$ cat src/rbt_pkg.sv
/*
 * Shared constants and types of the registered bidirectional bus transceiver.
 * Assumes a single APB clock domain; no other file redefines these values.
 */
`default_nettype none

package rbt_pkg;

    // ----------------------------------------------------------------
    // widths and depths
    // ----------------------------------------------------------------
    localparam int unsigned CHAN_W    = 8;
    localparam int unsigned LOG_DEPTH = 4;
    localparam int unsigned APB_AW    = 12;
    localparam int unsigned APB_DW    = 32;

    // ----------------------------------------------------------------
    // register byte addresses
    // ----------------------------------------------------------------
    localparam logic [APB_AW-1:0] OFS_CTRL   = 12'h000;
    localparam logic [APB_AW-1:0] OFS_STORED = 12'h004;
    localparam logic [APB_AW-1:0] OFS_LOG    = 12'h008;
    localparam logic [APB_AW-1:0] OFS_STATUS = 12'h00C;

    // ----------------------------------------------------------------
    // field positions
    // ----------------------------------------------------------------
    localparam int unsigned STORED_A_LSB  = 0;
    localparam int unsigned STORED_B_LSB  = 8;
    localparam int unsigned LOG_VALID_BIT = 8;
    localparam int unsigned STAT_EMPTY    = 0;
    localparam int unsigned STAT_FULL     = 1;
    localparam int unsigned STAT_OVFL     = 2;

    // ----------------------------------------------------------------
    // control register layout, bit 3 downward
    // ----------------------------------------------------------------
    typedef struct packed {
        logic b_to_a_source_select;
        logic a_to_b_source_select;
        logic dir;
        logic oe_n;
    } rbt_ctrl_s;

    localparam int unsigned CTRL_W   = 4;
    localparam logic [3:0]  CTRL_RST = 4'h1;

endpackage

`default_nettype wire

$ cat src/rbt_transceiver.sv
/*
 * Registered bidirectional bus transceiver with APB control, plus the
 * small capture log FIFO it feeds.
 * Assumes pins and capture clocks are asynchronous to pclk and are slower
 * than pclk / 3; pin wires are resolved outside from the enables.
 */
// The implementer's own choices: register access over APB and the register offsets.
`timescale 1ns/1ns
`default_nettype none

// ----------------------------------------------------------------
// capture log fifo, depth a power of two
// ----------------------------------------------------------------
module rbt_fifo #(
    parameter int unsigned W = 8,
    parameter int unsigned D = 4
) (
    // clock and reset
    input  wire logic         clk,
    input  wire logic         rst_n,
    // fill side
    input  wire logic         in_valid,
    input  wire logic [W-1:0] in_data,
    output logic              in_ready,
    // drain side
    output logic              out_valid,
    output logic [W-1:0]      out_data,
    input  wire logic         out_ready
);
    localparam int unsigned AW = $clog2(D);

    typedef struct packed {
        logic [D-1:0][W-1:0] mem;
        logic [AW:0]         wr;
        logic [AW:0]         rd;
    } rbt_fifo_s;

    rbt_fifo_s q;
    rbt_fifo_s d;
    logic      full;
    logic      empty;

    assign full      = (q.wr[AW] != q.rd[AW]) && (q.wr[AW-1:0] == q.rd[AW-1:0]);
    assign empty     = (q.wr == q.rd);
    assign in_ready  = !full;
    assign out_valid = !empty;
    assign out_data  = q.mem[q.rd[AW-1:0]];

    always_comb begin
        d = q;
        if (in_valid && in_ready) begin
            d.mem[q.wr[AW-1:0]] = in_data;
            d.wr                = q.wr + 1'b1;
        end
        if (out_valid && out_ready) begin
            d.rd = q.rd + 1'b1;
        end
    end

    always_ff @(posedge clk or negedge rst_n) begin
        if (!rst_n) begin
            q <= '0;
        end else begin
            q <= d;
        end
    end
endmodule

// How it works
// - capture clock edges load A and B registers
// - capture ignores enable and direction
// - undriven port still captured while other driven
// - enable high: no port driven, registers still load on capture edges
// - enable low: direction picks the driven port
// - direction low, select low: live B to A
// - direction low, select high: stored B to A
// - direction high, select low: live A to B
// - direction high, select high: stored A to B
// - never drive both ports at once
module rbt_transceiver #(
    parameter int unsigned CHAN_W    = rbt_pkg::CHAN_W,
    parameter int unsigned LOG_DEPTH = rbt_pkg::LOG_DEPTH
) (
    // clock and reset
    input  wire logic                        pclk,
    input  wire logic                        presetn,
    // apb slave
    input  wire logic                        psel,
    input  wire logic                        penable,
    input  wire logic                        pwrite,
    input  wire logic [rbt_pkg::APB_AW-1:0]  paddr,
    input  wire logic [rbt_pkg::APB_DW-1:0]  pwdata,
    output logic [rbt_pkg::APB_DW-1:0]       prdata,
    output logic                             pready,
    output logic                             pslverr,
    // capture clocks from pins
    input  wire logic                        a_to_b_capture_clock,
    input  wire logic                        b_to_a_capture_clock,
    // port a pins
    input  wire logic [CHAN_W-1:0]           port_a_data_in,
    output logic [CHAN_W-1:0]                port_a_data_out,
    output logic                             port_a_data_oe,
    // port b pins
    input  wire logic [CHAN_W-1:0]           port_b_data_in,
    output logic [CHAN_W-1:0]                port_b_data_out,
    output logic                             port_b_data_oe,
    // capture log back-pressure
    output logic                             capture_log_ready
);
    import rbt_pkg::*;

    typedef struct packed {
        logic [1:0]             ab_clk_sync;
        logic                   ab_clk_prev;
        logic [1:0]             ba_clk_sync;
        logic                   ba_clk_prev;
        logic [1:0][CHAN_W-1:0] a_sync;
        logic [1:0][CHAN_W-1:0] b_sync;
        logic [CHAN_W-1:0]      a_store;
        logic [CHAN_W-1:0]      b_store;
        rbt_ctrl_s              ctrl;
        logic [CHAN_W-1:0]      a_out;
        logic                   a_oe;
        logic [CHAN_W-1:0]      b_out;
        logic                   b_oe;
        logic [APB_DW-1:0]      prdata;
        logic                   pready;
        logic                   pslverr;
        logic                   overflow;
        logic                   log_ready;
    } rbt_state_s;

    rbt_state_s        q;
    rbt_state_s        d;

    logic              ab_edge;
    logic              ba_edge;
    logic [CHAN_W-1:0] a_in;
    logic [CHAN_W-1:0] b_in;
    logic              log_in_ready;
    logic              log_valid;
    logic [CHAN_W-1:0] log_data;
    logic              log_pop;
    logic              setup;
    logic              access;

    // ----------------------------------------------------------------
    // synchronised pins and capture edges
    // ----------------------------------------------------------------
    assign a_in    = q.a_sync[1];
    assign b_in    = q.b_sync[1];
    assign ab_edge = q.ab_clk_sync[1] && !q.ab_clk_prev;
    assign ba_edge = q.ba_clk_sync[1] && !q.ba_clk_prev;
    assign setup   = psel && !penable;
    assign access  = psel && penable && q.pready;
    assign log_pop = access && !pwrite && (paddr == OFS_LOG);

    rbt_fifo #(
        .W (CHAN_W),
        .D (LOG_DEPTH)
    ) u_log (
        .clk       (pclk),
        .rst_n     (presetn),
        .in_valid  (ab_edge),
        .in_data   (a_in),
        .in_ready  (log_in_ready),
        .out_valid (log_valid),
        .out_data  (log_data),
        .out_ready (log_pop)
    );

    always_comb begin
        d = q;
        d.ab_clk_sync = {q.ab_clk_sync[0], a_to_b_capture_clock};
        d.ba_clk_sync = {q.ba_clk_sync[0], b_to_a_capture_clock};
        d.ab_clk_prev = q.ab_clk_sync[1];
        d.ba_clk_prev = q.ba_clk_sync[1];
        d.a_sync      = {q.a_sync[0], port_a_data_in};
        d.b_sync      = {q.b_sync[0], port_b_data_in};

        // capture, never gated by the output controls
        if (ab_edge) begin
            d.a_store = a_in;
        end
        if (ba_edge) begin
            d.b_store = b_in;
        end

        // output steering from the controls
        d.a_oe  = !q.ctrl.oe_n && !q.ctrl.dir;
        d.b_oe  = !q.ctrl.oe_n && q.ctrl.dir;
        d.a_out = q.ctrl.b_to_a_source_select ? q.b_store : b_in;
        d.b_out = q.ctrl.a_to_b_source_select ? q.a_store : a_in;

        // overflow sticky, set wins over clear
        if (access && pwrite && (paddr == OFS_STATUS) && pwdata[STAT_OVFL]) begin
            d.overflow = 1'b0;
        end
        if (ab_edge && !log_in_ready) begin
            d.overflow = 1'b1;
        end
        d.log_ready = log_in_ready;

        // apb: answer one cycle after setup
        d.pready  = setup;
        d.pslverr = 1'b0;
        d.prdata  = '0;
        if (setup) begin
            if (paddr == OFS_CTRL) begin
                d.prdata[CTRL_W-1:0] = q.ctrl;
            end else if (paddr == OFS_STORED) begin
                d.prdata[STORED_A_LSB +: CHAN_W] = q.a_store;
                d.prdata[STORED_B_LSB +: CHAN_W] = q.b_store;
            end else if (paddr == OFS_LOG) begin
                d.prdata[CHAN_W-1:0]    = log_data;
                d.prdata[LOG_VALID_BIT] = log_valid;
            end else if (paddr == OFS_STATUS) begin
                d.prdata[STAT_EMPTY] = !log_valid;
                d.prdata[STAT_FULL]  = !log_in_ready;
                d.prdata[STAT_OVFL]  = q.overflow;
            end else begin
                d.pslverr = 1'b1;
            end
        end
        if (access && pwrite && (paddr == OFS_CTRL)) begin
            d.ctrl = pwdata[CTRL_W-1:0];
        end
    end

    always_ff @(posedge pclk or negedge presetn) begin
        if (!presetn) begin
            q      <= '0;
            q.ctrl <= CTRL_RST;
        end else begin
            q <= d;
        end
    end

    assign prdata            = q.prdata;
    assign pready            = q.pready;
    assign pslverr           = q.pslverr;
    assign port_a_data_out   = q.a_out;
    assign port_a_data_oe    = q.a_oe;
    assign port_b_data_out   = q.b_out;
    assign port_b_data_oe    = q.b_oe;
    assign capture_log_ready = q.log_ready;

    // ----------------------------------------------------------------
    // checks
    // ----------------------------------------------------------------
    property p_cap_a;
        @(posedge pclk) disable iff (!presetn)
        ab_edge |=> (q.a_store == $past(a_in));
    endproperty
    a_cap_a: assert property (p_cap_a) else $error("a register missed capture");

    property p_cap_b_driving;
        @(posedge pclk) disable iff (!presetn)
        (ba_edge && !q.ctrl.oe_n) |=> (q.b_store == $past(b_in));
    endproperty
    a_cap_b_driving: assert property (p_cap_b_driving) else $error("b capture gated");

    property p_cap_undriven;
        @(posedge pclk) disable iff (!presetn)
        (ab_edge && ba_edge && port_b_data_oe) |=>
            (q.a_store == $past(a_in)) && (q.b_store == $past(b_in));
    endproperty
    a_cap_undriven: assert property (p_cap_undriven) else $error("undriven capture lost");

    property p_isolate;
        @(posedge pclk) disable iff (!presetn)
        q.ctrl.oe_n |=> (!port_a_data_oe && !port_b_data_oe);
    endproperty
    a_isolate: assert property (p_isolate) else $error("port driven in isolation");

    property p_hold;
        @(posedge pclk) disable iff (!presetn)
        (!ab_edge && !ba_edge) |=> $stable(q.a_store) && $stable(q.b_store);
    endproperty
    a_hold: assert property (p_hold) else $error("register changed without edge");

    property p_dir;
        @(posedge pclk) disable iff (!presetn)
        !q.ctrl.oe_n |=> (port_a_data_oe == !$past(q.ctrl.dir))
            && (port_b_data_oe == $past(q.ctrl.dir));
    endproperty
    a_dir: assert property (p_dir) else $error("wrong port driven");

    property p_live_b_to_a;
        @(posedge pclk) disable iff (!presetn)
        (!q.ctrl.oe_n && !q.ctrl.dir && !q.ctrl.b_to_a_source_select) |=>
            port_a_data_oe && (port_a_data_out == $past(b_in));
    endproperty
    a_live_b_to_a: assert property (p_live_b_to_a) else $error("live b not on a");

    property p_stored_b_to_a;
        @(posedge pclk) disable iff (!presetn)
        (!q.ctrl.oe_n && !q.ctrl.dir && q.ctrl.b_to_a_source_select) |=>
            port_a_data_oe && (port_a_data_out == $past(q.b_store));
    endproperty
    a_stored_b_to_a: assert property (p_stored_b_to_a) else $error("stored b not on a");

    property p_live_a_to_b;
        @(posedge pclk) disable iff (!presetn)
        (!q.ctrl.oe_n && q.ctrl.dir && !q.ctrl.a_to_b_source_select) |=>
            port_b_data_oe && (port_b_data_out == $past(a_in));
    endproperty
    a_live_a_to_b: assert property (p_live_a_to_b) else $error("live a not on b");

    property p_stored_a_to_b;
        @(posedge pclk) disable iff (!presetn)
        (!q.ctrl.oe_n && q.ctrl.dir && q.ctrl.a_to_b_source_select) |=>
            port_b_data_oe && (port_b_data_out == $past(q.a_store));
    endproperty
    a_stored_a_to_b: assert property (p_stored_a_to_b) else $error("stored a not on b");

    property p_one_driver;
        @(posedge pclk) disable iff (!presetn)
        !(port_a_data_oe && port_b_data_oe);
    endproperty
    a_one_driver: assert property (p_one_driver) else $error("both ports driven");

    property p_follow;
        @(posedge pclk) disable iff (!presetn)
        (ab_edge && !q.ctrl.oe_n && q.ctrl.dir && q.ctrl.a_to_b_source_select)
            ##1 (!q.ctrl.oe_n && q.ctrl.dir && q.ctrl.a_to_b_source_select)
            |=> (port_b_data_out == $past(a_in, 2));
    endproperty
    a_follow: assert property (p_follow) else $error("b port stale after capture");

    property p_apb_answer;
        @(posedge pclk) disable iff (!presetn)
        (psel && !penable) |=> pready ##1 !pready;
    endproperty
    a_apb_answer: assert property (p_apb_answer) else $error("apb answer not one cycle");

endmodule

`default_nettype wire

$ cat config.mk
export PLATFORM = sky130hd
export DESIGN_NAME = rbt_transceiver
export DESIGN_NICKNAME = d
export VERILOG_FILES = /design/src/rbt_pkg.sv /design/src/rbt_transceiver.sv
export SDC_FILE = /design/constraint.sdc
export NUM_CORES = 1
export LEC_CHECK = 0
export BUFFER_PORTS_ARGS = -buffer_cell sky130_fd_sc_hd__buf_4
export CAP_MARGIN = 20
export CELL_PAD_IN_SITES_DETAIL_PLACEMENT = 1
export CELL_PAD_IN_SITES_GLOBAL_PLACEMENT = 2
export CORE_ASPECT_RATIO = 0.5
export CORE_MARGIN = 2
export CORE_UTILIZATION = 37
export CTS_CLUSTER_SIZE = 14
export DETAILED_ROUTE_END_ITERATION = 16
export PLACE_DENSITY_LB_ADDON = 0.1
export SETUP_SLACK_MARGIN = 0.15
export SYNTH_ARGS = -nofsm -noshare
export SYNTH_HDL_FRONTEND = slang
export SYNTH_SLANG_ARGS = --single-unit
$ cat constraint.sdc
create_clock -name pclk -period 2.4 [get_ports pclk]
set_input_delay 0.24 -clock pclk [delete_from_list [all_inputs] [get_ports pclk]]
set_output_delay 0.24 -clock pclk [all_outputs]
set_load 0.01 [all_outputs]
==> qor.yml, run 1 <==
startpoint: "u_log.q[3]"
grt_usage_pct: 15.46
final_cell_mix: "dfrtp_1, buf_4, mux2_2"
setup_tns_ns: 0
vias: 3046
crit_slowest_cell: "a2111oi_2"
maxSlewHeadroom_pct: 59.61
reg2reg_slack_ns: 0.46
pwr-share-comb_pct: 14.8
met1_length_um: 5467
worstPathCellList: "xnor2_1 > and2_1 > a2111oi_2 > mux2_2"
crit_family: "compound AO/OA/AOI/OAI gates"
wire_per_inst_um: 16.76
drv_slew: 0
max_stage_delay_ns: 0.58
antenna_found_initial: 0
setup.worst_path.start_class: "flip-flop"
hold_ws_ns: 0.03149
crit_buf_inv: 0
fin_skew_ns: 0.01170
wl_met3_um: 369
crit_arrival_ns: 2.24
drtIter0Drc: 149
p_leak_nw: 3.084
clk_pin_slew_ns: 0.06
clk_latency_ns: 0.41
pwr_density_cell_mw_per_mm2: 979.6
hold_start: "penable"
io_pins: 120
clkSinkCount: 134
drc_errors: 0
synth_area_leader_cell: "dfrtp_1"
cp_num_cells: 4
cts_tree: "built"
fin_nets: 528
yosysUniqueCellTypes: 35
synth-seq-area-share_pct: 62.26
yosysWarnings: 0
cts_setup_buffers: 0
r2r_end: "u_log.q[1]"
p_sw_share_pct: 25.87
final_common_cell: "dfrtp_1"
place_congestion: 0.7278
grt_pass1_vias: 3276
fill_cells: 1436
p_int_mw: 4.899
die_x_um: 174.7
seqPwrFrac_pct: 43.5
h-tree-depth: 4
syn_avg_cell_area_um2: 14.22
hold_path.class: "in2reg"
antenna_left: 0
synthCells: 379
grt_pass1_wl_um: 17850
floorplan.initialDensity_pct: 37.54
status: "completed"
yosys-top-cells-area: "dfrtp_1, mux2_2, buf_4, mux4_2, nand2_1"
grt_overflow: 0
p_sw_mw: 1.710
endpoint: "u_log.q[1]"
finalCritPeriodShare_pct: 80.99
drive_gt1_share_pct: 40.94
antenna_cells: 0
worst_r2r_path_depth: 4
die_area_mm2: 0.01560
irDropWorstVdd_mv: 0.4528
max-cap-violations: 0
critPathMaxFanout: 4
grt_max_degree: 80
dp_hpwl_um: 7624
viasPerCell: 4.567
top_layer: "met4"
core-area_mm2: 0.01435
syn2layout_area_growth_pct: 25.22
setup_violations: 0
dr_wl_met2_um: 5247
rr_startpoint: "u_log.q[3]"
cp.required_ns: 2.69
fp-row-count: 31
cts.root.buffer_cell: "clkbuf_16"
critPathCaptureType: "flip-flop"
die_y_um: 89.33
dr.pass1.iters: 4
period_minus_slack_ns: 1.944
rsz0062_at_grt: "false"
clockBufferDepth: 2
tightest_slew_ns: 0.6045
cts_buffers: 17
routed_wl_um: 11180
critPathKind: "reg2reg"
io_buffers: 75
final_hold_viol_count: 0
fmax_mhz: 514.5
clkPwrFrac_pct: 41.6
synth_top_area_share_pct: 61.77
synth_seq_cells: 134
synth_area_mm2: 0.005388
## metal layers
layer	vias to the layer above	global-route usage [%]
li1	1388	-
met3	11	4.082
met5	-	0
met2	60	24.79
met1	1587	20.66
met4	0	5.455
## metrics by stage
step	instances	worst slack, ns	power, mW	cell area, µm²	util (%)
2_1_floorplan	394	0.5551	3.521	5444	-
3_3_place_gp	616	0.4486	3.791	5928	41.31
3_5_place_dp	616	0.3696	3.884	5928	41.31
4_1_cts	667	0.4505	6.703	6746	47.01
5_1_grt	667	0.3729	6.946	6746	47.01
6_report	667	0.4562	6.609	6746	47.01
## cells by family after synthesis
| logic type | synth area share [%] |
|---|---|
| xor+xnor | 1.138 |
| other cells | 0.06960 |
| simple gates | 7.617 |
| fa+ha+maj | 1.161 |
| buf+inv | 8.337 |
| flops | 62.26 |
| mux | 17.14 |
| compound gates | 2.276 |
## area by class of cell
type	count	area [µm²]	share of cell area [%]
clock buffers	18	439.2	6.510
clock inverters	14	188.9	2.800
inverters	4	15.01	0.2226
multi-input cells	194	1640	24.31
flip-flops and latches	134	3354	49.72
well taps	198	247.7	3.672
repair buffers	105	860.8	12.76
## power by group through the flow
| stage | sequential [mW] | clock [mW] | combinational (mW) |
|---|---|---|---|
| finish | 2.88 | 2.75 | 0.981 |
| global route | 2.93 | 2.93 | 1.08 |
| CTS | 2.88 | 2.82 | 1.00 |
| detailed placement | 2.92 | 0 | 0.968 |
| global placement | 2.87 | 0 | 0.921 |
| floorplan | 2.83 | 0 | 0.689 |
## cell usage after synthesis, drive strengths merged
master / n
ha: 5
a211oi: 4
xor2: 2
mux2i: 3
a21oi: 2
inv: 4
a31oi: 1
dfstp: 1
nand4: 3
nor2: 9
o21ai: 3
nand3: 3
dfrtp: 133
a2111oi: 1
nor2b: 9
and3: 1
or4: 1
a22oi: 4
nand4b: 1
o31ai: 1
nand2b: 3
and2: 13
buf: 56
nor4: 4
conb: 1
a311oi: 1
clkbuf: 6
mux2: 62
xnor2: 5
mux4: 8
nand2: 29
## registers in the layout, summed over array words and instances, names as in the netlist
name / flops
capture_log_ready: 1
d: 20
port_b_data_out: 8
pready: 1
a_in: 8
q: 23
pslverr: 1
b_in: 8
port_a_data_out: 8
port_a_data_oe: 1
port_b_data_oe: 1
prdata: 16
u_log.q: 38
## worst min-delay path by stage
stage / end / depth (start not counted)
floorplan: a_in[0] / 0
global placement: prdata[10] / 1
detailed placement: port_a_data_out[1] / 1
CTS: pready / 2
global route: pready / 2
finish: pready / 2
## what timing repair did
action | 4_1_cts | 5_1_grt
hold buffers | 19 | 0
hold endpoints to repair | 46 | 0
gates resized for setup | 0 | 0
No activity file was read; power rests on OpenSTA's default activity.
==> run 2: changes to the inputs <==
==> constraint.sdc (replaced) <==
create_clock -name pclk -period 1.8 [get_ports pclk]
set_input_delay 0.18 -clock pclk [delete_from_list [all_inputs] [get_ports pclk]]
set_output_delay 0.18 -clock pclk [all_outputs]
set_load 0.01 [all_outputs]
==> run 2 against run 1 <==
First-iteration DRC count down 38%. Via count up 2.6%. Sequential share of layout area down 2.8 points. Flip-flop and latch count unchanged. Worst setup slack worse by 0.33 ns. Design area up 6.2%. Critical path depth up 1. Power up 39%. Largest power group unchanged. Clock skew down 0.0017 ns.
==> qor.yml, run 2 (synthesized netlist as in run 1, its figures left out) <==
clk_pin_slew_ns: 0.06
power_mw: 9.200
die_area_mm2: 0.01560
max-cap-violations: 0
routed_wl_um: 11980
clockBufferDepth: 2
fin_nets: 552
fin_skew_ns: 0.01001
largest_reg_flops: 38
fill_cells: 1443
fmax_mhz: 597.0
syn2layout_area_growth_pct: 32.95
irDropWorstVdd_mv: 0.6422
place_congestion: 0.7079
tightest_slew_ns: 0.6516
cts_tree: "built"
floorplan.initialDensity_pct: 37.54
critPathMaxFanout: 8
period_minus_slack_ns: 1.675
reg2reg_slack_ns: 0.13
cts.root.buffer_cell: "clkbuf_16"
wire_per_inst_um: 17.33
startpoint: "u_log.q[3]"
hold_path.class: "in2reg"
pwr_density_cell_mw_per_mm2: 1284
final_cell_mix: "dfrtp_1, buf_4, mux2_2"
critPathKind: "reg2reg"
maxSlewHeadroom_pct: 56.56
antenna_found_initial: 0
cts_buffers: 17
drc_errors: 0
clk_latency_ns: 0.41
clkSinkCount: 134
worst_r2r_path_depth: 5
dr.pass1.iters: 4
rsz0062_at_grt: "true"
grt_overflow: 0
antenna_cells: 0
rr_startpoint: "u_log.q[3]"
setup.worst_path.start_class: "flip-flop"
die_x_um: 174.7
p_leak_nw: 3.303
status: "completed"
grt_max_degree: 48
critPathCaptureType: "flip-flop"
core-area_mm2: 0.01435
fp-row-count: 31
grt_usage_pct: 16.69
placedCellCount: 625
antenna_left: 0
vias: 3124
crit_arrival_ns: 1.97
cp.required_ns: 2.09
io_buffers: 75
drv_slew: 0
setup_tns_ns: 0
io_pins: 120
r2r_end: "u_log.q[25]"
die_y_um: 89.33
multiInputGateArea_mm2: 0.001853
drtIter0Drc: 93
dp_hpwl_um: 7832
final_cells: 691
regMostFlops: "u_log.q"
final_hold_viol_count: 0
viasPerCell: 4.521
endpoint: "u_log.q[25]"
grt_pass1_vias: 3437
grt_pass1_wl_um: 19160
ff_latch_area_mm2: 0.003361
setup_violations: 0
drive_gt1_share_pct: 46.25
final_common_cell: "dfrtp_1"
h-tree-depth: 4
finalCritPeriodShare_pct: 93.05
## run 2: critical path: stages (launching register included)
cell and delay [ns]:
dfrtp_2 0.44, xnor2_4 0.18, a31oi_4 0.29, and2_4 0.20, buf_12 0.13, mux2_4 0.31
## run 2: worst min path at each step
stage / from / slack [ns] / to / depth (start not counted)
finish: pwdata[2] / 0.02 / q[56] / 2
detailed placement: presetn / 0.26 / q[60] / 1
global route: pwdata[2] / 0.01 / q[56] / 2
CTS: pwdata[2] / 0.008 / q[56] / 2
global placement: presetn / 0.25 / prdata[4] / 1
floorplan: presetn / -0.12 / a_in[0] / 0
## run 2: timing repair
item / CTS / global route
pin swaps: 6 / 4
setup buffers: 8 / 2
hold buffers: 23 / 0
setup endpoints to repair: 40 / 41
gates resized for setup: 32 / 9
endpoints found under the hold margin: 63 / 0
gates cloned: 0 / 1
## run 2: per-layer routing
metal	track usage (%)	vias up	routed length [µm]	part of all wire, %
li1	-	1428	-	-
met1	22.01	1624	5749	48
met2	27.60	60	5759	48
met3	3.741	12	349	2.9
met4	6.136	0	116	0.97
met5	0	-	0	0
## run 2: power breakdown
part           total (mW)  switching, mW  leakage [nW]  internal (mW)
combinational        1.79          0.688          1.39           1.10
clock                3.55           1.36         0.295           2.19
sequential           3.86          0.322          1.62           3.54
## run 2: layout make-up
type,instances,area share (%)
Clock inverter,14,2.428
Sequential cell,134,46.92
Clock buffer,18,5.991
Timing Repair Buffer,128,15.13
Multi-Input combinational cell,195,25.87
Inverter,4,0.2096
Tap cell,198,3.459
## run 2: through the flow
| step | hold WS [ns] | setup WS (ns) | instance area, µm² | utilization (%) |
|---|---|---|---|---|
| 6_report | 0.01736 | 0.1251 | 7163 | 49.91 |
| 5_1_grt | 0.01280 | 0.08882 | 7163 | 49.91 |
| 4_1_cts | 0.008081 | 0.1181 | 7101 | 49.48 |
| 3_5_place_dp | 0.2550 | -0.07663 | 6095 | 42.47 |
| 3_3_place_gp | 0.2461 | -0.04018 | 6095 | 42.47 |
| 2_1_floorplan | -0.1156 | 0.1608 | 5532 | - |
==> run 3: changes to the inputs <==
--- a/config.mk
+++ b/config.mk
@@ -14,6 +14,7 @@
 export CORE_UTILIZATION = 37
 export CTS_CLUSTER_SIZE = 14
 export DETAILED_ROUTE_END_ITERATION = 16
+export MAX_ROUTING_LAYER = met4
 export PLACE_DENSITY_LB_ADDON = 0.1
 export SETUP_SLACK_MARGIN = 0.15
 export SYNTH_ARGS = -nofsm -noshare
==> run 3 against run 2 <==
Clock skew barely moved. Die area did not move. Sequential power barely moved. Power barely moved. Design area did not move. Largest power group unchanged. Highest routed layer unchanged.
==> qor.yml, run 3 (synthesized netlist as in run 1, its figures left out) <==
p_sw_mw: 2.371
placedCellCount: 625
rsz0062_at_grt: "true"
critPathCaptureType: "flip-flop"
worst_r2r_path_depth: 5
crit_arrival_ns: 1.97
power_mw: 9.201
period_minus_slack_ns: 1.676
clk_pin_slew_ns: 0.06
hold-path-endpoint: "q[56]"
io_buffers: 75
rr_startpoint: "u_log.q[3]"
fmax_mhz: 596.7
reg2reg_slack_ns: 0.12
p_leak_nw: 3.303
cp.required_ns: 2.09
io_pins: 120
clk_latency_ns: 0.41
die_x_um: 174.7
seqPwrFrac_pct: 42.0
dp_hpwl_um: 7832
fp-row-count: 31
viasPerCell: 4.499
cp_num_cells: 5
p_int_mw: 6.830
irDropWorstVdd_mv: 0.6413
drtIter0Drc: 103
grt_usage_pct: 17.25
fin_skew_ns: 0.01033
hold_path.class: "in2reg"
antenna_cells: 0
dr.pass1.iters: 4
clkSinkCount: 134
critPathMaxFanout: 8
pwr-share-comb_pct: 19.4
fin_nets: 552
drc_errors: 0
finalCritPeriodShare_pct: 93.11
wire_per_inst_um: 17.36
pwr_density_cell_mw_per_mm2: 1285
cts_buffers: 17
syn2layout_area_growth_pct: 32.95
status: "completed"
crit_buf_inv: 1
grt_pass1_vias: 3434
clockBufferDepth: 2
max_stage_delay_ns: 0.44
p_sw_share_pct: 25.77
final_hold_viol_count: 0
final_cell_mix: "dfrtp_1, buf_4, mux2_2"
clkPwrFrac_pct: 38.6
grt_overflow: 0
setup_violations: 0
maxSlewHeadroom_pct: 55.77
final_cells: 691
core-area_mm2: 0.01435
place_congestion: 0.7159
setup.worst_path.start_class: "flip-flop"
die_area_mm2: 0.01560
cts_tree: "built"
regMostFlops: "u_log.q"
grt_max_degree: 48
drive_gt1_share_pct: 46.25
worstPathCellList: "xnor2_4 > a31oi_4 > and2_4 > buf_12 > mux2_4"
hold_start: "pwdata[2]"
r2r_end: "u_log.q[25]"
antenna_left: 0
grt_pass1_wl_um: 19150
max-cap-violations: 0
antenna_found_initial: 0
h-tree-depth: 4
drv_slew: 0
floorplan.initialDensity_pct: 37.54
die_y_um: 89.33
tightest_slew_ns: 0.6635
routed_wl_um: 12000
whs_path_depth: 2
crit_slowest_cell: "dfrtp_2"
final_common_cell: "dfrtp_1"
largest_reg_flops: 38
crit_family: "flip-flops"
critPathKind: "reg2reg"
cts.root.buffer_cell: "clkbuf_16"
vias: 3109
==> run 3: worst reg2reg max path, cell delays in order, from the launching register on <==
cell     delay, ns
dfrtp_2       0.44
xnor2_4       0.18
a31oi_4       0.29
and2_4        0.20
buf_12        0.14
mux2_4        0.32
==> run 3: through the flow <==
step                      setup WS, ns  hold slack (ns)  util, %  TNS [ns]  area (µm²)
final                           0.1240          0.01805    49.91         0        7163
after CTS                       0.1181         0.008081    49.48         0        7101
after detailed placement      -0.07663           0.2550    42.47   -0.3327        6095
after global placement        -0.04018           0.2461    42.47   -0.1179        6095
after floorplan                 0.1608          -0.1156        -         0        5532
after global routing           0.08882          0.01280    49.91         0        7163
==> run 3: layout make-up <==
type / instances / area, µm²
inverter: 4 / 15.01
multi-input combinational: 195 / 1853
fill: 1443 / 7188
clock inverter: 14 / 173.9
sequential: 134 / 3361
clock buffer: 18 / 429.2
timing repair buffer: 128 / 1084
tap: 198 / 247.7
==> run 3: worst max path at each step <==
stage / endpoint / start / slack [ns]
3_5_place_dp: q[56] / paddr[1] / -0.08
6_report: u_log.q[25] / u_log.q[3] / 0.12
3_3_place_gp: q[56] / paddr[5] / -0.04
2_1_floorplan: u_log.q[10] / q[109] / 0.16
4_1_cts: u_log.q[33] / u_log.q[4] / 0.12
5_1_grt: u_log.q[25] / u_log.q[3] / 0.09
==> run 3: per-layer routing <==
layer	global-route usage, %	vias up	wire [µm]
li1	-	1431	-
met2	27.63	61	5747
met5	-	-	0
met3	3.741	10	349
met1	22.01	1607	5782
met4	6.136	0	116
==> run 3: power by group through the flow <==
stage                     combinational (mW)  clock [mW]  sequential [mW]
after floorplan                         1.00           0             3.80
after global routing                    1.95        3.78             3.93
after global placement                  1.35           0             3.86
after CTS                               1.76        3.66             3.85
final                                   1.79        3.55             3.86
after detailed placement                1.41           0             3.90
==> run 3: timing repair <==
item                                    in CTS  in global routing
setup buffers                                8                  2
endpoints found under the setup margin      40                 41
gates resized for setup                     32                  9
cloned                                       0                  1
endpoints found under the hold margin       63                  0
pin swaps                                    6                  4
hold buffers                                23                  0
